--- src/common/fbw_pkg.sv ---
// Constants, types and register layout for the flash block write sequencer.
// Assumes one 250 MHz core clock and an AXI4-Lite register port.
// Contract
// - No automatic erase when a write starts
// - Write only to segments left unprotected
// - Blocks of eight words, aligned base
// - One write never spans two blocks
// - Latch-only mode just loads the latch
// - Two setup cycles after start bit
// - First seven latch loads never stall
// - Halt execution about 2 ms while programming
// - Clocks keep running during the halt
// - Resume at third instruction after start
// - Config select targets config space
// - User IDs read-write; ID, config read-only
// - Bad config read clears data registers
// - Start bit needs the arm bit set
// - Keys and start must come in order
// - Row erase clears 32 aligned words
// - Completion clears start, sets done flag
`default_nettype none
package fbw_pkg;

  // Register byte offsets
  localparam logic [7:0] FBW_CTRL_OFS  = 8'h00;  // Memory control register
  localparam logic [7:0] FBW_KEY_OFS   = 8'h04;  // Unlock key port
  localparam logic [7:0] FBW_ADDRL_OFS = 8'h08;  // Word address low
  localparam logic [7:0] FBW_ADDRH_OFS = 8'h0c;  // Word address high
  localparam logic [7:0] FBW_DATAL_OFS = 8'h10;  // Word data low
  localparam logic [7:0] FBW_DATAH_OFS = 8'h14;  // Word data high
  localparam logic [7:0] FBW_STAT_OFS  = 8'h18;  // Status: done flag, halt

  // Control register bit positions
  localparam int FBW_B_RD         = 0;
  localparam int FBW_B_WR         = 1;
  localparam int FBW_B_ARM        = 2;
  localparam int FBW_B_ERR        = 3;
  localparam int FBW_B_FREE       = 4;
  localparam int FBW_B_LATCH_ONLY = 5;
  localparam int FBW_B_CFG_SEL    = 6;
  localparam int FBW_B_PGM        = 7;

  // Unlock keys
  localparam logic [7:0] FBW_KEY1 = 8'h55;
  localparam logic [7:0] FBW_KEY2 = 8'haa;

  // Geometry
  localparam int FBW_LATCHES = 8;
  localparam logic [2:0] FBW_BLK_MASK = 3'h7;
  localparam logic [4:0] FBW_ROW_MASK = 5'h1f;
  localparam logic [13:0] FBW_ONES    = 14'h3fff;
  localparam logic [1:0] FBW_SETUP_CYC = 2'h2;

  // Config space addresses (low byte, chosen by the config select bit)
  localparam logic [14:0] FBW_UID_LO  = 15'h0000;
  localparam logic [14:0] FBW_UID_HI  = 15'h0003;
  localparam logic [14:0] FBW_DEVID   = 15'h0006;
  localparam logic [14:0] FBW_CFG_LO  = 15'h0007;
  localparam logic [14:0] FBW_CFG_HI  = 15'h0008;

  // Halt time and its cycle count at 250 MHz
  localparam int FBW_HALT_US  = 2000;
  localparam int FBW_CLK_MHZ  = 250;
  localparam int FBW_HALT_CYC = FBW_HALT_US * FBW_CLK_MHZ;

  // Sequencer states
  typedef enum logic [2:0] {
    FBW_IDLE  = 3'b000,
    FBW_SETUP = 3'b001,
    FBW_HALT  = 3'b010,
    FBW_RESUME= 3'b011
  } fbw_state_e;

  // Request towards the flash array
  typedef struct packed {
    logic        prog;    // Program eight latched words
    logic        erase;   // Erase one 32-word row
    logic [14:0] base;    // Aligned word address
  } fbw_arr_req_s;

endpackage : fbw_pkg
`default_nettype wire

--- src/core/fbw_seq.sv ---
// Flash block write sequencer: AXI4-Lite registers, key unlock, latches, halt.
// Assumes the array accepts one-cycle erase/program pulses and reads combinationally.
//
// The register offsets and the AXI4-Lite register port were left to the implementer.
`timescale 1ns/100ps
`default_nettype none
module fbw_seq
  import fbw_pkg::*;
#(
  parameter int HALT_CYC = FBW_HALT_CYC           // Programming halt length
) (
  input  wire logic                 core_clk_i,
  input  wire logic                 rst_n_i,
  // AXI4-Lite slave
  input  wire logic [7:0]           s_awaddr_i,
  input  wire logic                 s_awvalid_i,
  output logic                      s_awready_o,
  input  wire logic [31:0]          s_wdata_i,
  input  wire logic [3:0]           s_wstrb_i,
  input  wire logic                 s_wvalid_i,
  output logic                      s_wready_o,
  output logic [1:0]                s_bresp_o,
  output logic                      s_bvalid_o,
  input  wire logic                 s_bready_i,
  input  wire logic [7:0]           s_araddr_i,
  input  wire logic                 s_arvalid_i,
  output logic                      s_arready_o,
  output logic [31:0]               s_rdata_o,
  output logic [1:0]                s_rresp_o,
  output logic                      s_rvalid_o,
  input  wire logic                 s_rready_i,
  // Configuration and array side
  input  wire logic [1:0]           write_protect_segments_i,
  input  wire logic [14:0]          wp_limit_i,
  input  wire logic [13:0]          arr_rdata_i,
  output logic                      arr_rd_o,
  output fbw_arr_req_s              arr_req_o,
  output logic [FBW_LATCHES*14-1:0] arr_wdata_o,
  output logic                      cpu_halt_o,
  output logic                      write_complete_flag_o
);

  ////////////////////////////////////////////////////////////////////////////
  // Decoding helpers

  // Config-space address readable
  function automatic logic cfg_rd_ok(input logic [14:0] a);
    cfg_rd_ok = (a <= FBW_UID_HI) || (a >= FBW_DEVID && a <= FBW_CFG_HI);
  endfunction

  // Segment unprotected: protect code 2'b11 means off, else below limit is locked
  // Limitation: judged on the word address, so a limit inside a block splits it
  function automatic logic seg_open(input logic [1:0] wp, input logic [14:0] a,
                                    input logic [14:0] lim);
    seg_open = (wp == 2'h3) || (a >= lim);
  endfunction

  ////////////////////////////////////////////////////////////////////////////
  // State

  logic [7:0]  ctrl_reg, ctrl_next;        // Memory control register
  logic [14:0] addr_reg, addr_next;        // Word address
  logic [13:0] data_reg, data_next;        // Word data
  logic [1:0]  key_reg, key_next;          // Key progress: 0 none, 1 got 55h, 2 got AAh
  logic        done_reg, done_next;        // Write-complete flag
  logic [13:0] latch_reg [FBW_LATCHES];    // Write latches
  logic [13:0] latch_next [FBW_LATCHES];
  fbw_state_e  st_reg, st_next;            // Sequencer state
  logic [31:0] cnt_reg, cnt_next;          // Halt/setup counter
  fbw_arr_req_s req_reg, req_next;         // Array pulse
  logic        aw_reg, aw_next, w_reg, w_next, b_reg, b_next, r_reg, r_next;
  logic [7:0]  awa_reg, awa_next;          // Captured write address
  logic [31:0] wd_reg, wd_next;            // Captured write data
  logic [3:0]  ws_reg, ws_next;            // Captured strobes
  logic [31:0] rd_reg, rd_next;            // Read data
  logic [1:0]  rr_reg, rr_next, br_reg, br_next;

  logic do_wr, do_rd;                      // Register access this cycle
  assign do_wr = aw_reg && w_reg && !b_reg;
  assign do_rd = s_arvalid_i && s_arready_o;

  ////////////////////////////////////////////////////////////////////////////
  // Next-state logic for bus, registers and sequencer
  always_comb begin
    ctrl_next = ctrl_reg;
    addr_next = addr_reg;
    data_next = data_reg;
    key_next  = key_reg;
    done_next = done_reg;
    latch_next = latch_reg;
    st_next   = st_reg;
    cnt_next  = cnt_reg;
    req_next  = '0;
    aw_next = aw_reg;
    w_next  = w_reg;
    b_next  = b_reg;
    r_next  = r_reg;
    awa_next = awa_reg;
    wd_next = wd_reg;
    ws_next = ws_reg;
    rd_next = rd_reg;
    rr_next = rr_reg;
    br_next = br_reg;
    arr_rd_o = 1'b0;
    // Channel captures, in either order
    if (s_awvalid_i && !aw_reg) begin
      aw_next  = 1'b1;
      awa_next = s_awaddr_i;
    end
    if (s_wvalid_i && !w_reg) begin
      w_next  = 1'b1;
      wd_next = s_wdata_i;
      ws_next = s_wstrb_i;
    end
    if (b_reg && s_bready_i) begin
      b_next = 1'b0;
    end
    if (r_reg && s_rready_i) begin
      r_next = 1'b0;
    end
    // Register write, lane 0 only carries data
    if (do_wr) begin
      aw_next = 1'b0;
      w_next  = 1'b0;
      b_next  = 1'b1;
      br_next = 2'b00;
      // Any write but the next key breaks the unlock sequence
      key_next = 2'h0;
      if (ws_reg[0]) begin
        unique case (awa_reg)
          FBW_CTRL_OFS: begin
            ctrl_next[FBW_B_PGM]        = wd_reg[FBW_B_PGM];
            ctrl_next[FBW_B_CFG_SEL]    = wd_reg[FBW_B_CFG_SEL];
            ctrl_next[FBW_B_LATCH_ONLY] = wd_reg[FBW_B_LATCH_ONLY];
            ctrl_next[FBW_B_FREE]       = wd_reg[FBW_B_FREE];
            ctrl_next[FBW_B_ARM]        = wd_reg[FBW_B_ARM];
            if (!wd_reg[FBW_B_ERR]) ctrl_next[FBW_B_ERR] = 1'b0;
            // Start bit only sets when armed and keyed
            if (wd_reg[FBW_B_WR] && st_reg == FBW_IDLE) begin
              key_next = 2'h0;
              if (ctrl_reg[FBW_B_ARM] && key_reg == 2'h2) begin
                ctrl_next[FBW_B_WR] = 1'b1;
                st_next  = FBW_SETUP;
                cnt_next = 32'(FBW_SETUP_CYC);
              end
            end
            // Read: data ready next cycle; bad config address clears data
            if (wd_reg[FBW_B_RD]) begin
              arr_rd_o = !wd_reg[FBW_B_CFG_SEL] || cfg_rd_ok(addr_reg);
              data_next = arr_rd_o ? arr_rdata_i : '0;
            end
          end
          FBW_KEY_OFS: begin
            if (wd_reg[7:0] == FBW_KEY1) key_next = 2'h1;
            else if (wd_reg[7:0] == FBW_KEY2 && key_reg == 2'h1) key_next = 2'h2;
            else key_next = 2'h0;
          end
          FBW_ADDRL_OFS: addr_next[7:0]   = wd_reg[7:0];
          FBW_ADDRH_OFS: addr_next[14:8]  = wd_reg[6:0];
          FBW_DATAL_OFS: data_next[7:0]   = wd_reg[7:0];
          FBW_DATAH_OFS: data_next[13:8]  = wd_reg[5:0];
          FBW_STAT_OFS:  if (!wd_reg[0]) done_next = 1'b0;
          default: br_next = 2'b10;
        endcase
      end
    end
    // Register read
    if (do_rd) begin
      r_next  = 1'b1;
      rr_next = 2'b00;
      unique case (s_araddr_i)
        FBW_CTRL_OFS:  rd_next = {24'h0, ctrl_reg};
        FBW_KEY_OFS:   rd_next = 32'h0;
        FBW_ADDRL_OFS: rd_next = {24'h0, addr_reg[7:0]};
        FBW_ADDRH_OFS: rd_next = {25'h0, addr_reg[14:8]};
        FBW_DATAL_OFS: rd_next = {24'h0, data_reg[7:0]};
        FBW_DATAH_OFS: rd_next = {26'h0, data_reg[13:8]};
        FBW_STAT_OFS:  rd_next = {30'h0, cpu_halt_o, done_reg};
        default: begin
          rd_next = 32'h0;
          rr_next = 2'b10;
        end
      endcase
    end
    // Sequencer
    unique case (st_reg)
      FBW_IDLE: ;
      FBW_SETUP: begin
        // Two setup cycles before acting
        cnt_next = cnt_reg - 32'h1;
        if (cnt_reg == 32'h1) begin
          if (ctrl_reg[FBW_B_FREE] && !ctrl_reg[FBW_B_CFG_SEL]
              && seg_open(write_protect_segments_i, addr_reg, wp_limit_i)) begin
            req_next.erase = 1'b1;
            req_next.base  = addr_reg & ~{10'h0, FBW_ROW_MASK};
            st_next  = FBW_HALT;
            cnt_next = 32'(HALT_CYC);
          end else if (ctrl_reg[FBW_B_FREE]) begin
            ctrl_next[FBW_B_ERR] = 1'b1;
            st_next = FBW_RESUME;
          end else begin
            // Store word in latch slot of its block
            latch_next[addr_reg[2:0]] = data_reg;
            if (ctrl_reg[FBW_B_LATCH_ONLY]) begin
              st_next = FBW_RESUME;
            end else if (ctrl_reg[FBW_B_CFG_SEL] ? (addr_reg <= FBW_UID_HI)
                 : seg_open(write_protect_segments_i, addr_reg, wp_limit_i)) begin
              req_next.prog = 1'b1;
              req_next.base = addr_reg & ~{12'h0, FBW_BLK_MASK};
              st_next  = FBW_HALT;
              cnt_next = 32'(HALT_CYC);
            end else begin
              ctrl_next[FBW_B_ERR] = 1'b1;
              st_next = FBW_RESUME;
            end
          end
        end
      end
      FBW_HALT: begin
        // Only execution halts; this logic and the clock keep running
        cnt_next = cnt_reg - 32'h1;
        if (cnt_reg == 32'h1) begin
          st_next = FBW_RESUME;
          done_next = 1'b1;
          for (int i = 0; i < FBW_LATCHES; i++) latch_next[i] = FBW_ONES;
        end
      end
      FBW_RESUME: begin
        ctrl_next[FBW_B_WR] = 1'b0;
        st_next = FBW_IDLE;
      end
      default: st_next = FBW_IDLE;
    endcase
  end

  ////////////////////////////////////////////////////////////////////////////
  // Registers
  always_ff @(posedge core_clk_i or negedge rst_n_i) begin
    if (!rst_n_i) begin
      ctrl_reg <= 8'h00;
      addr_reg <= 15'h0000;
      data_reg <= 14'h0000;
      key_reg  <= 2'h0;
      done_reg <= 1'b0;
      for (int i = 0; i < FBW_LATCHES; i++) latch_reg[i] <= FBW_ONES;
      st_reg   <= FBW_IDLE;
      cnt_reg  <= 32'h0;
      req_reg  <= '0;
      aw_reg <= 1'b0;
      w_reg  <= 1'b0;
      b_reg  <= 1'b0;
      r_reg  <= 1'b0;
      awa_reg <= 8'h00;
      wd_reg <= 32'h0;
      ws_reg <= 4'h0;
      rd_reg <= 32'h0;
      rr_reg <= 2'h0;
      br_reg <= 2'h0;
    end else begin
      ctrl_reg <= ctrl_next;
      addr_reg <= addr_next;
      data_reg <= data_next;
      key_reg  <= key_next;
      done_reg <= done_next;
      latch_reg <= latch_next;
      st_reg   <= st_next;
      cnt_reg  <= cnt_next;
      req_reg  <= req_next;
      aw_reg <= aw_next;
      w_reg  <= w_next;
      b_reg  <= b_next;
      r_reg  <= r_next;
      awa_reg <= awa_next;
      wd_reg <= wd_next;
      ws_reg <= ws_next;
      rd_reg <= rd_next;
      rr_reg <= rr_next;
      br_reg <= br_next;
    end
  end

  ////////////////////////////////////////////////////////////////////////////
  // Outputs
  assign s_awready_o = !aw_reg;
  assign s_wready_o  = !w_reg;
  assign s_bvalid_o  = b_reg;
  assign s_bresp_o   = br_reg;
  assign s_arready_o = !r_reg;
  assign s_rvalid_o  = r_reg;
  assign s_rdata_o   = rd_reg;
  assign s_rresp_o   = rr_reg;
  assign arr_req_o   = req_reg;
  assign cpu_halt_o  = (st_reg == FBW_SETUP) || (st_reg == FBW_HALT);
  assign write_complete_flag_o = done_reg;
  for (genvar g = 0; g < FBW_LATCHES; g++) begin : g_lat
    assign arr_wdata_o[g*14 +: 14] = latch_reg[g];
  end

  ////////////////////////////////////////////////////////////////////////////
  // Assertions
  AST_START_ARMED: assert property (@(posedge core_clk_i) disable iff (!rst_n_i)
    (st_reg == FBW_IDLE && st_next == FBW_SETUP) |-> ctrl_reg[FBW_B_ARM])
    else $error("start without arm");
  AST_START_KEY: assert property (@(posedge core_clk_i) disable iff (!rst_n_i)
    (st_reg == FBW_IDLE && st_next == FBW_SETUP) |-> key_reg == 2'h2)
    else $error("start without key");
  AST_KEY_USED: assert property (@(posedge core_clk_i) disable iff (!rst_n_i)
    $rose(ctrl_reg[FBW_B_WR]) |-> key_reg == 2'h0)
    else $error("key not consumed");
  AST_SETUP_TWO: assert property (@(posedge core_clk_i) disable iff (!rst_n_i)
    $rose(st_reg == FBW_SETUP) |-> (st_reg == FBW_SETUP) [*2] ##1 st_reg != FBW_SETUP)
    else $error("setup not two cycles");
  AST_LATCH_ONLY_NO_PROG: assert property (@(posedge core_clk_i) disable iff (!rst_n_i)
    req_reg.prog |-> !ctrl_reg[FBW_B_LATCH_ONLY])
    else $error("program during latch-only");
  AST_LATCH_NO_HALT: assert property (@(posedge core_clk_i) disable iff (!rst_n_i)
    (st_reg == FBW_SETUP && ctrl_reg[FBW_B_LATCH_ONLY]) |-> ##[1:2] st_reg == FBW_RESUME)
    else $error("latch load stalled");
  AST_PROG_ALIGN: assert property (@(posedge core_clk_i) disable iff (!rst_n_i)
    req_reg.prog |-> req_reg.base[2:0] == 3'h0)
    else $error("block misaligned");
  AST_ERASE_ALIGN: assert property (@(posedge core_clk_i) disable iff (!rst_n_i)
    req_reg.erase |-> req_reg.base[4:0] == 5'h0)
    else $error("row misaligned");
  AST_DONE: assert property (@(posedge core_clk_i) disable iff (!rst_n_i)
    (st_reg == FBW_HALT && cnt_reg == 32'h1) |=> done_reg ##1 !ctrl_reg[FBW_B_WR])
    else $error("completion not flagged");
  COV_LATCH: cover property (@(posedge core_clk_i) req_reg.prog == 1'b0 && st_reg == FBW_RESUME);
  COV_PROG: cover property (@(posedge core_clk_i) req_reg.prog);
  COV_ERASE: cover property (@(posedge core_clk_i) req_reg.erase);
  // A refused config read must leave both data halves cleared
  AST_BAD_CFG_READ: assert property (@(posedge core_clk_i) disable iff (!rst_n_i)
    (do_wr && ws_reg[0] && awa_reg == FBW_CTRL_OFS && wd_reg[FBW_B_RD]
     && wd_reg[FBW_B_CFG_SEL] && !cfg_rd_ok(addr_reg)) |=> data_reg == 14'h0000)
    else $error("refused config read left data");
  // Execution is only released through the resume step
  AST_RESUME_AFTER_HALT: assert property (@(posedge core_clk_i) disable iff (!rst_n_i)
    $fell(cpu_halt_o) |-> st_reg == FBW_RESUME)
    else $error("execution released outside resume");
  // Refusals and config reads are the paths most easily left unexercised
  COV_REFUSED: cover property (@(posedge core_clk_i) $rose(ctrl_reg[FBW_B_ERR]));
  COV_CFG_READ: cover property (@(posedge core_clk_i) arr_rd_o && wd_reg[FBW_B_CFG_SEL]);

endmodule : fbw_seq
`default_nettype wire

--- config.mk ---
export PLATFORM = sky130hd
export DESIGN_NAME = fbw_seq
export DESIGN_NICKNAME = d
export VERILOG_FILES = /design/src/common/fbw_pkg.sv /design/src/core/fbw_seq.sv
export SDC_FILE = /design/constraint.sdc
export NUM_CORES = 1
export LEC_CHECK = 0
export ABC_CLOCK_PERIOD_IN_PS = 8600
export BUFFER_PORTS_ARGS = -buffer_cell sky130_fd_sc_hd__buf_4
export CAP_MARGIN = 25
export CORE_ASPECT_RATIO = 0.8
export CORE_MARGIN = 2
export CORE_UTILIZATION = 55
export CTS_BUF_LIST = sky130_fd_sc_hd__clkbuf_4 sky130_fd_sc_hd__clkbuf_8 sky130_fd_sc_hd__clkbuf_16
export DETAILED_ROUTE_END_ITERATION = 6
export PLACE_DENSITY = 0.94
export SYNTH_ARGS = -nofsm -noshare
export SYNTH_HDL_FRONTEND = slang
export SYNTH_SLANG_ARGS = --single-unit
--- constraint.sdc ---
create_clock -name core_clk_i -period 8.6 [get_ports core_clk_i]
set_input_delay 2.58 -clock core_clk_i [delete_from_list [all_inputs] [get_ports core_clk_i]]
set_output_delay 2.58 -clock core_clk_i [all_outputs]
set_load 0.005 [all_outputs]
# Yosys cells after proc, flatten, opt, wreduce, memory -nomap -nowiden
# Index checks and enable logic that the tools add are counted.
# word_totals
register_bits	260
input_bits	90
output_inout_bits	173
elab_cells	206
# op_classes
addsub	1
n_lt_le_gt_ge	6
n_eq_ne	26
muxes	86
bitwise_logic	1
n_reduce_logical	54
# ops
cell	count
$mux W112	4
$mux W32	10
$pmux W112 S2	1
$bwmux W112	1
$pmux W32 S2	1
$mux W15	4
$eq A8 B5 Y1 const B	6
$pmux W8 S6	1
$demux W14 S3	1
$mux W14	3
$mux W1	38
$mux W17	2
$eq A32 B1 Y1 const B	1
$eq A8 B4 Y1 const B	4
$sub A32 B1 Y32 const B	1
$mux W3	10
$reduce_bool A2 Y1	12
$eq A8 B3 Y1 const B	2
$logic_not A8 Y1	2
$pmux W8 S2	1
$ge A15 B15 Y1	1
$ge A15 B3 Y1 const B	1
$le A15 B2 Y1 const B	1
$le A15 B4 Y1 const B	1
22 further kinds	65

# Depth between registers and ports, before layout
# Gate-level depths: netlist (run 1).
# logic_depth
word_depth	13
depth_mapped	10
mapped_depth_nobuf	9

# Worst setup path before layout (run 1)
# OpenSTA, ideal clock, no wires.
# synth_timing
path_type	input to register
startpoint	in wp_limit_i[14]
endpoint	reg cnt_reg[19]
setup_time_ns	0.095
t_arrival_ns	4.529
required_time_ns	8.505
path_slack_ns	3.976
path_stages	9
path_cell_list	inv_1 ha_1 a221o_1 a31oi_1 o2bb2ai_1 a21oi_1 a2111oi_2 nand2b_1 o31ai_1
# synth_via
elab_chain_len	9
word_cells_on_any_way	10
classes_between	order compare: 1; mux: 7; reduce/logical: 2
# synth_lines
element	line_no	text
start, declared	fbw_seq.sv:34	input wire logic [14:0] wp_limit_i,
$ge A15 B15 Y1 *	fbw_seq.sv:55	seg_open = (wp == 2'h3) || (a >= lim);
$logic_or A1 B1 Y1 *	fbw_seq.sv:55	
$mux W1	fbw_seq.sv:206	end else if (ctrl_reg[FBW_B_CFG_SEL] ? (addr_reg <= FBW_UID_HI)
$mux W32	fbw_seq.sv:206	
$mux W32	fbw_seq.sv:204	if (ctrl_reg[FBW_B_LATCH_ONLY]) begin
$mux W32	fbw_seq.sv:198	end else if (ctrl_reg[FBW_B_FREE]) begin
$mux W32 *	fbw_seq.sv:192	if (ctrl_reg[FBW_B_FREE] && !ctrl_reg[FBW_B_CFG_SEL]
$mux W32 *	fbw_seq.sv:191	if (cnt_reg == 32'h1) begin
$pmux W32 S2 *	fbw_seq.sv:186	unique case (st_reg)
end signal, assigned	fbw_seq.sv:267	cnt_reg <= cnt_next;
end, declared	fbw_seq.sv:69	logic [31:0] cnt_reg, cnt_next;
# Every way passes the cells marked *; elsewhere a longest branch is shown, timed or not.
# A chain may end at the register's enable or synchronous reset.

# Worst setup path in the final report (run 1)
# layout_timing
startpoint	reg awa_reg[0]
endpoint	out arr_rd_o
# layout_via
elab_chain_len	4
# layout_lines
element	line_no	text
start, declared	fbw_seq.sv:72	logic [7:0] awa_reg, awa_next;
start signal, assigned	fbw_seq.sv:273	awa_reg <= awa_next;
$logic_not A8 Y1	fbw_seq.sv:130	unique case (awa_reg)
$mux W1	fbw_seq.sv:130	
$mux W1	fbw_seq.sv:129	if (ws_reg[0]) begin
$mux W1	fbw_seq.sv:122	if (do_wr) begin
end, declared	fbw_seq.sv:36	output logic arr_rd_o,
# Every way passes these cells.

==> results of run 1 <==
-- path summary, 6_finish.rpt --
kind | startpoint | to | slack, ps | cells past startpoint
hold / removal | s_rdata_o[6] | s_rdata_o[6] | 500 | 1
min in group asynchronous | rst_n_i | arr_wdata_o[80] | 2030 | 1
max in group asynchronous | rst_n_i | arr_wdata_o[47] | 5480 | 4
setup reg to reg | cnt_reg[14] | arr_wdata_o[28] | 4620 | 6
hold reg to reg | s_rdata_o[6] | s_rdata_o[6] | 500 | 1
setup / recovery | awa_reg[0] | arr_rd_o | 2750 | 6
-- worst register-to-register path, cell delays in order (launching register included) --
cell and delay, ps:
dfrtp_1 430, or3_1 450, or4_4 550, or4_1 750, nor3_4 470, o21a_1 800, mux2_2 430
-- metrics by stage --
step / hold slack (ps) / utilization / area [um^2] / setup slack (ps) / std cells
floorplan: 445 / - / 10900 / 3980 / 941
global placement: 464 / 0.648 / 12400 / 3370 / 1334
detailed placement: 473 / 0.648 / 12400 / 3270 / 1334
CTS: 501 / 0.687 / 13100 / 2840 / 1373
global route: 508 / 0.692 / 13200 / 2470 / 1378
finish: 497 / 0.692 / 13200 / 2750 / 1378
-- where the power goes --
| group | switching, mW | internal (mW) |
|---|---|---|
| Combinational | 0.252 | 0.191 |
| Clock | 0.421 | 0.586 |
| Sequential | 0.190 | 1.19 |
-- cell type report --
class                           count  area share
Clock buffer                       35      0.0553
Clock inverter                      4     0.00161
Inverter                           30     0.00853
Multi-Input combinational cell    605       0.335
Sequential cell                   231       0.448
Tap cell                          258      0.0244
Timing Repair Buffer              215       0.127
-- cells in the final DEF, fill, tap and decap left out, types with 11 or more instances in the layout --
master	Yosys	routed
a21o_1	11	11
inv_1	29	29
ha_1	17	17
clkbuf_16	0	26
buf_4	33	209
mux2_2	59	59
nand2_1	57	57
and3_1	22	22
dfstp_2	112	112
dfrtp_1	119	119
and2_1	13	13
nor2_1	45	45
or2_2	21	21
mux2_1	86	86
o21ai_0	37	37
a21oi_1	38	38
nor3_1	24	24
or3_1	12	12
conb_1	1	30
nor4_1	13	13
-- cells by family after synthesis --
logic type | Yosys count | synth area share
buffers and inverters | 105 | 0.0490
XOR/XNOR | 15 | 0.0122
flip-flops | 231 | 0.551
adder cells (fa/ha/maj) | 17 | 0.0198
AO/OA/AOI/OAI | 140 | 0.0877
other | 1 | 0.000349
AND/OR/NAND/NOR | 257 | 0.127
multiplexers | 146 | 0.153
-- routing by layer --
metal,global-route usage,wire (um)
met2,0.465,14700
met3,0.0784,3370
met4,0.0975,1080
met1,0.385,11800
met5,0,0
==> flow_summary_export.csv, run 1 <==
group,metric,value,unit
clock_network,ctsHoldBuffers,0,
finish,antenna_cells,0,
sta,skew,24.2,ps
setup_path,startpoint_type,"flip-flop",
floorplan,die_w,160,um
placed_design,dp_hpwl,20800,um
sta,slew-limit-headroom,0.316,
sta,rsz0062_at_grt,"false",
sta,finalSetupTns,0,ps
finish,fillers,1228,
yosys,syn_avg_cell_area,11.8,um^2
global_route,antenna_found_initial,0,
power_and_ir_drop,ir_worst_vdd,0.195,mV
yosys,synth_cell_types,62,
run,cap_violations,0,
finish,drive_gt1_frac,0.408,
finish,area_growth,22.9,%
detailed_routing,via_count,8466,
setup_path,crit_chain,"or4_1 > nor4_1 > nand2_1 > inv_1 > and3_1 > buf_4",
yosys,ys_seq_elements,231,
sta,fmax,171,MHz
run_status,violations,"design-rule violations",
floorplan,io_pins,263,
yosys,yosysTopAreaCellShare,0.277,
yosys,netlist_area,10700,um^2
setup_path,path_buf_inv,2,
setup_path,crit_type,"flip-flop to output port",
floorplan,die_h,129,um
yosys,synth_enable_flop_cells,0,
clock_network,clk_path_buf_depth,3,
setup_path,slowest_delay,630,ps
min_path,hold_path.class,"flip-flop to flip-flop",
finish,regArea,5920,um^2
sta,worst_pin_slew,1030,ps
detailed_routing,drc_errors,19,
yosys,yosys-top-cells-count,"119 x dfrtp_1, 112 x dfstp_2, 86 x mux2_1",
setup_path,crit_path_end_kind,"output port",
power_and_ir_drop,power_density,214,nW/um^2
finish,largest_reg_flops,112,
global_route,grt_start_max_net_pins,126,
clock_network,numCtsBuffers,22,
floorplan,dieArea,20700,um^2
floorplan,core,19100,um^2
setup_path,critPathRequiredTime,6020,ps
sta,final_max_slew_viol_count,0,
placed_design,gp_congestion,0.907,
detailed_routing,drtIter0Drc,1110,
power_and_ir_drop,p_leak,6.19,nW
setup_path,cp_max_fo,7,
floorplan,core.rowCount,45,
yosys,synth_flop_cell,"dfrtp_1",
detailed_routing,ant_nets,0,
global_route,grt_util_all_layers,0.289,
clock_network,cts_tree,"yes",
yosys,yosys_warnings,0,
clock_network,cts_setup_buffers,0,
clock_network,htreeDepth,1,
clock_network,cts-resized-gates,0,
setup_path,critPathTopFamily,"simple AND/OR/NAND/NOR gates",
clock_network,clkLatencyLatePin,520,ps
sta,min_period_over_period,0.680,
sta,hold_viol_final,0,
power_and_ir_drop,total_power,2.83,mW
placed_design,portBuffers,206,
finish,fin_nets,1212,
setup_path,slowest_stage,"nor4_1",
detailed_routing,detail_route.first_pass.iterations,7,
yosys,yosys-top-cells-area,"dfrtp_1 28%, dfstp_2 27%, mux2_1 9.0%",
clock_network,cts.sink_count,231,
floorplan,initial_core_util,0.563,
global_route,grt_pass1_wl,46500,um
global_route,first_global_vias,8348,
yosys,yosysSeqAreaShare,0.551,
detailed_routing,wl_per_cell,22.5,um
sta,min_period,5850,ps
clock_network,clockRootBuffer,"clkbuf_16",
yosys,synth_top_area_cell,"dfrtp_1",
detailed_routing,wirelength,31000,um
global_route,overflow,0,
sta,finalSetupViolCount,0,
yosys,async_reset_ff_frac,1.00,
run_status,outcome,"complete, but fails checks",
finish,multiInputGateArea,4420,um^2
setup_path,arrival,3270,ps
yosys,synthCells,912,
clock_network,clkTransAtPathRegs,60,ps
yosys,yosysMostFrequentCell,"dfrtp_1",
detailed_routing,vias_per_cell,6.14,
(Power assumes the default switching activity.)
==> run 2: changes to the inputs <==
Settings changed: ABC_CLOCK_PERIOD_IN_PS 8600 to 5000, CORE_UTILIZATION 55 to 49, PLACE_DENSITY 0.94 to 0.89.
Clock period 8.6 ns to 5 ns, I/O delays scaled along.
==> flow_summary_export.csv, run 2 (synthesized netlist as in run 1, its figures left out) <==
group,metric,value,unit
placed_design,gp_congestion,0.898,
setup_path,arrival,2770,ps
floorplan,die_w,170,um
min_path,hold_path.class,"flip-flop to flip-flop",
global_route,overflow,0,
power_and_ir_drop,ir_worst_vdd,0.295,mV
floorplan,core,21600,um^2
finish,antenna_cells,0,
run_status,outcome,"completed",
setup_path,cp_max_fo,7,
global_route,grt_start_max_net_pins,147,
floorplan,die_h,136,um
clock_network,clkLatencyLatePin,510,ps
clock_network,ctsHoldBuffers,0,
floorplan,core.rowCount,48,
sta,skew,9.22,ps
clock_network,numCtsBuffers,24,
sta,final_max_slew_viol_count,0,
power_and_ir_drop,p_leak,6.21,nW
clock_network,clk_path_buf_depth,3,
setup_path,crit_type,"flip-flop to output port",
detailed_routing,drc_errors,0,
sta,finalSetupViolCount,0,
setup_path,critPathRequiredTime,3500,ps
sta,fin_hold_ws,484,ps
finish,most-common-layout-cells,"210 x buf_4, 119 x dfrtp_1, 112 x dfstp_2",
run,cap_violations,0,
global_route,first_global_vias,8071,
sta,finalSetupTns,0,ps
finish,multiInputGateArea,4420,um^2
clock_network,cts.sink_count,231,
global_route,antenna_found_initial,0,
sta,rsz0062_at_grt,"false",
sta,hold_viol_final,0,
finish,final_common_cell,"buf_4",
global_route,grt_pass1_wl,44900,um
floorplan,initial_core_util,0.498,
setup_path,crit_path_end_kind,"output port",
detailed_routing,via_count,8015,
finish,largest_reg_flops,112,
sta,fmax,234,MHz
floorplan,dieArea,23100,um^2
clock_network,cts_tree,"yes",
clock_network,clockRootBuffer,"clkbuf_16",
placed_design,dp_hpwl,20400,um
global_route,grt_util_all_layers,0.248,
sta,min_period,4270,ps
finish,regArea,5920,um^2
setup_path,startpoint_type,"flip-flop",
clock_network,htreeDepth,1,
clock_network,cts_setup_buffers,0,
sta,worst_pin_slew,1100,ps
detailed_routing,vias_per_cell,5.73,
power_and_ir_drop,power_density,375,nW/um^2
detailed_routing,detail_route.first_pass.iterations,5,
floorplan,io_pins,263,
finish,fin_nets,1212,
clock_network,clkTransAtPathRegs,60,ps
detailed_routing,wl_per_cell,20.8,um
finish,drive_gt1_frac,0.409,
detailed_routing,wirelength,29100,um
finish,fillers,1627,
power_and_ir_drop,total_power,4.97,mW
detailed_routing,drtIter0Drc,708,
sta,min_period_over_period,0.854,
finish,area_growth,23.4,%
detailed_routing,ant_nets,0,
clock_network,cts-resized-gates,0,
placed_design,portBuffers,206,
sta,slew-limit-headroom,0.268,
==> run 2: changes by cell type in the layout (fill, tap and decap cells not counted), sizes merged <==
cell | before | now
clkinv | 4 | 9
bufinv | 0 | 2
clkbuf | 36 | 34
buf | 214 | 213
inv | 30 | 29
==> run 2: critical path: stages (launching register included) <==
cell and delay [ps]:
dfrtp_1 370, or4_1 640, nor4_1 240, buf_4 200
nand2_1 200, inv_1 240, and3_1 250, buf_4 130
==> run 2: path summary, 6_finish.rpt <==
check	slack, ps	to	depth (start not counted)	startpoint
min	480	s_bresp_o[1]	2	s_bresp_o[1]
min reg2reg	480	s_bresp_o[1]	2	s_bresp_o[1]
min in group asynchronous	1150	cnt_reg[9]	1	rst_n_i
max reg2reg	1110	arr_wdata_o[36]	6	cnt_reg[18]
max in group asynchronous	2840	arr_wdata_o[101]	2	rst_n_i
max	730	arr_rd_o	7	awa_reg[0]
==> run 2: area by class of cell <==
class                      instances  area share
timing repair buffer             213       0.122
sequential                       231       0.447
multi-input combinational        605       0.334
clock buffer                      34      0.0550
tap                              275      0.0260
inverter                          30     0.00849
clock inverter                    10     0.00802
==> run 2: metrics by stage <==
step           utilization  setup slack (ps)  instances  instance area [um^2]
2_1_floorplan            -              1460        941                 10900
3_3_place_gp         0.576               782       1353                 12400
3_5_place_dp         0.576               799       1353                 12400
4_1_cts              0.614               756       1397                 13200
5_1_grt              0.615               659       1398                 13300
6_report             0.615               729       1398                 13300
==> run 2: power by group <==
part	switching, mW	leakage, nW	internal [mW]
Clock	0.744	0.423	1.12
Combinational	0.420	3.23	0.326
Sequential	0.318	2.55	2.04
==> run 2: routing by layer <==
metal  global-route usage  up-vias  part of all wire
met1                0.333     3951              0.41
met3               0.0626       70             0.093
li1                     -     3576                 -
met2                0.399      418              0.47
met5                    0        -                 0
met4               0.0760        0             0.027
==> run 3: changes to the inputs <==
Settings changed: PLACE_DENSITY 0.89 to 0.82.
==> flow_summary_export.csv, run 3 (synthesized netlist as in run 1, its figures left out) <==
group,metric,value,unit
sta,setup_ws,714,ps
power_and_ir_drop,p_leak,6.21,nW
clock_network,clkLatencyLatePin,520,ps
finish,multiInputGateArea,4420,um^2
power_and_ir_drop,intPower,3.46,mW
finish,antenna_cells,0,
sta,finalSetupViolCount,0,
sta,min_period_over_period,0.857,
clock_network,clockRootBuffer,"clkbuf_16",
finish,drive_gt1_frac,0.410,
finish,area_growth,23.4,%
clock_network,cts_setup_buffers,0,
clock_network,clkTransAtPathRegs,60,ps
setup_path,timing.rr.end,"arr_wdata_o[0]",
sta,finalSetupTns,0,ps
clock_network,cts-resized-gates,0,
finish,final_common_cell,"buf_4",
sta,slew-limit-headroom,0.314,
floorplan,dieArea,23100,um^2
sta,final_max_slew_viol_count,0,
detailed_routing,vias_per_cell,5.72,
setup_path,r2r-start,"cnt_reg[18]",
placed_design,portBuffers,206,
sta,hold_viol_final,0,
clock_network,ctsHoldBuffers,0,
min_path,hold_end,"s_bresp_o[1]",
global_route,first_global_vias,7618,
min_path,hold-path-cell-count,2,
setup_path,startpoint_type,"flip-flop",
power_and_ir_drop,p_seq_frac,0.477,
finish,fillers,1663,
detailed_routing,drc_errors,0,
placed_design,dp.cells,1355,
setup_path,critPathRequiredTime,3500,ps
finish,regArea,5920,um^2
placed_design,place_area,12400,um^2
finish,most-common-layout-cells,"211 x buf_4, 119 x dfrtp_1, 112 x dfstp_2",
setup_path,slowest_stage,"or4_1",
detailed_routing,via_count,8005,
min_path,hold_path.class,"flip-flop to flip-flop",
detailed_routing,ant_nets,0,
setup_path,crit_path_end_kind,"output port",
finish,largest_reg_flops,112,
finish,utilization,0.615,
global_route,grt_pass1_wl,42400,um
detailed_routing,wl_per_cell,19.8,um
floorplan,core.rowCount,48,
setup_path,cp_common_cell,"buf_4",
floorplan,core,21600,um^2
floorplan,io_pins,263,
global_route,overflow,0,
global_route,use_met3,0.0541,
setup_path,slowest_delay,640,ps
finish,final_cells,1399,
detailed_routing,detail_route.first_pass.iterations,6,
power_and_ir_drop,pwr-share-clk,0.373,
clock_network,htreeDepth,1,
setup_path,crit_type,"flip-flop to output port",
power_and_ir_drop,swShare,0.301,
placed_design,pre_cts_ws,1170,ps
floorplan,initial_core_util,0.498,
placed_design,dp_hpwl,19700,um
sta,skew,14.7,ps
setup_path,crit_chain,"or4_1 > nor4_1 > buf_4 > nand2_1 > inv_1 > and3_1 > buf_4",
finish,stdcell_area,13300,um^2
global_route,grt_start_max_net_pins,125,
global_route,grt_util_all_layers,0.234,
clock_network,cts.sink_count,231,
power_and_ir_drop,power_density,373,nW/um^2
detailed_routing,wirelength,27800,um
min_path,hp-start,"s_bresp_o[1]",
global_route,antenna_found_initial,0,
clock_network,cts_tree,"yes",
setup_path,r2r_cells,6,
run,cap_violations,0,
finish,fin_nets,1213,
sta,min_period,4290,ps
run_status,outcome,"completed",
global_route,busiest_layer,"met2",
global_route,use_met1,0.344,
detailed_routing,drtIter0Drc,759,
setup_path,cp_max_fo,7,
placed_design,gp_congestion,0.885,
sta,worst_pin_slew,1030,ps
sta,rsz0062_at_grt,"false",
sta,fmax,233,MHz
floorplan,die_w,170,um
floorplan,die_h,136,um
clock_network,numCtsBuffers,24,
global_route,met2_usage,0.349,
power_and_ir_drop,ir_worst_vdd,0.340,mV
power_and_ir_drop,p_switching,1.49,mW
clock_network,clk_path_buf_depth,3,
setup_path,arrival,2790,ps
setup_path,r2r_slack,1120,ps
power_and_ir_drop,pwr-share-comb,0.150,
## run 3: cell count changes in the layout (fill, tap and decap cells not counted), sizes merged
cell and change:
inv +2, buf +1, bufinv -2
## run 3: metal layers
| layer | wire length [um] | vias up |
|---|---|---|
| met4 | 666 | 0 |
| met1 | 12300 | 3998 |
| li1 | - | 3580 |
| met3 | 2410 | 44 |
| met5 | 0 | - |
| met2 | 12300 | 383 |
## run 3: cell type report
type,instances,area share
Tap cell,275,0.0259
Clock buffer,34,0.0586
Multi-Input combinational cell,605,0.333
Inverter,30,0.00849
Timing Repair Buffer,214,0.123
Clock inverter,10,0.00443
Sequential cell,231,0.446
## run 3: power groups by stage
stage	Clock (mW)	Sequential, mW	Combinational, mW
final	1.84	2.36	0.744
after global routing	1.95	2.37	0.828
after CTS	1.87	2.33	0.742
after detailed placement	0	2.36	0.736
after global placement	0	2.35	0.707
after floorplan	0	2.20	0.530
## run 3: metrics by stage
step / hold WS, ps / total power, mW
final: 489 / 4.94
after global placement: 463 / 3.05
after CTS: 488 / 4.94
after detailed placement: 467 / 3.09
after floorplan: 445 / 2.73
after global routing: 514 / 5.14
## run 3: how the worst max path moves through the flow
stage / startpoint / to / cells past startpoint
3_3_place_gp: wp_limit_i[0] / cnt_reg[9] / 11
3_5_place_dp: wp_limit_i[0] / cnt_reg[26] / 11
5_1_grt: awa_reg[0] / arr_rd_o / 7
4_1_cts: awa_reg[0] / arr_rd_o / 7
6_report: awa_reg[0] / arr_rd_o / 7
2_1_floorplan: wp_limit_i[14] / cnt_reg[19] / 9
## run 3: worst max-delay path, delay by kind of cell, from the launching register on
kind | cells | cell delay, ps
simple gates | 4 | 1320
buf+inv | 3 | 580
flops | 1 | 370
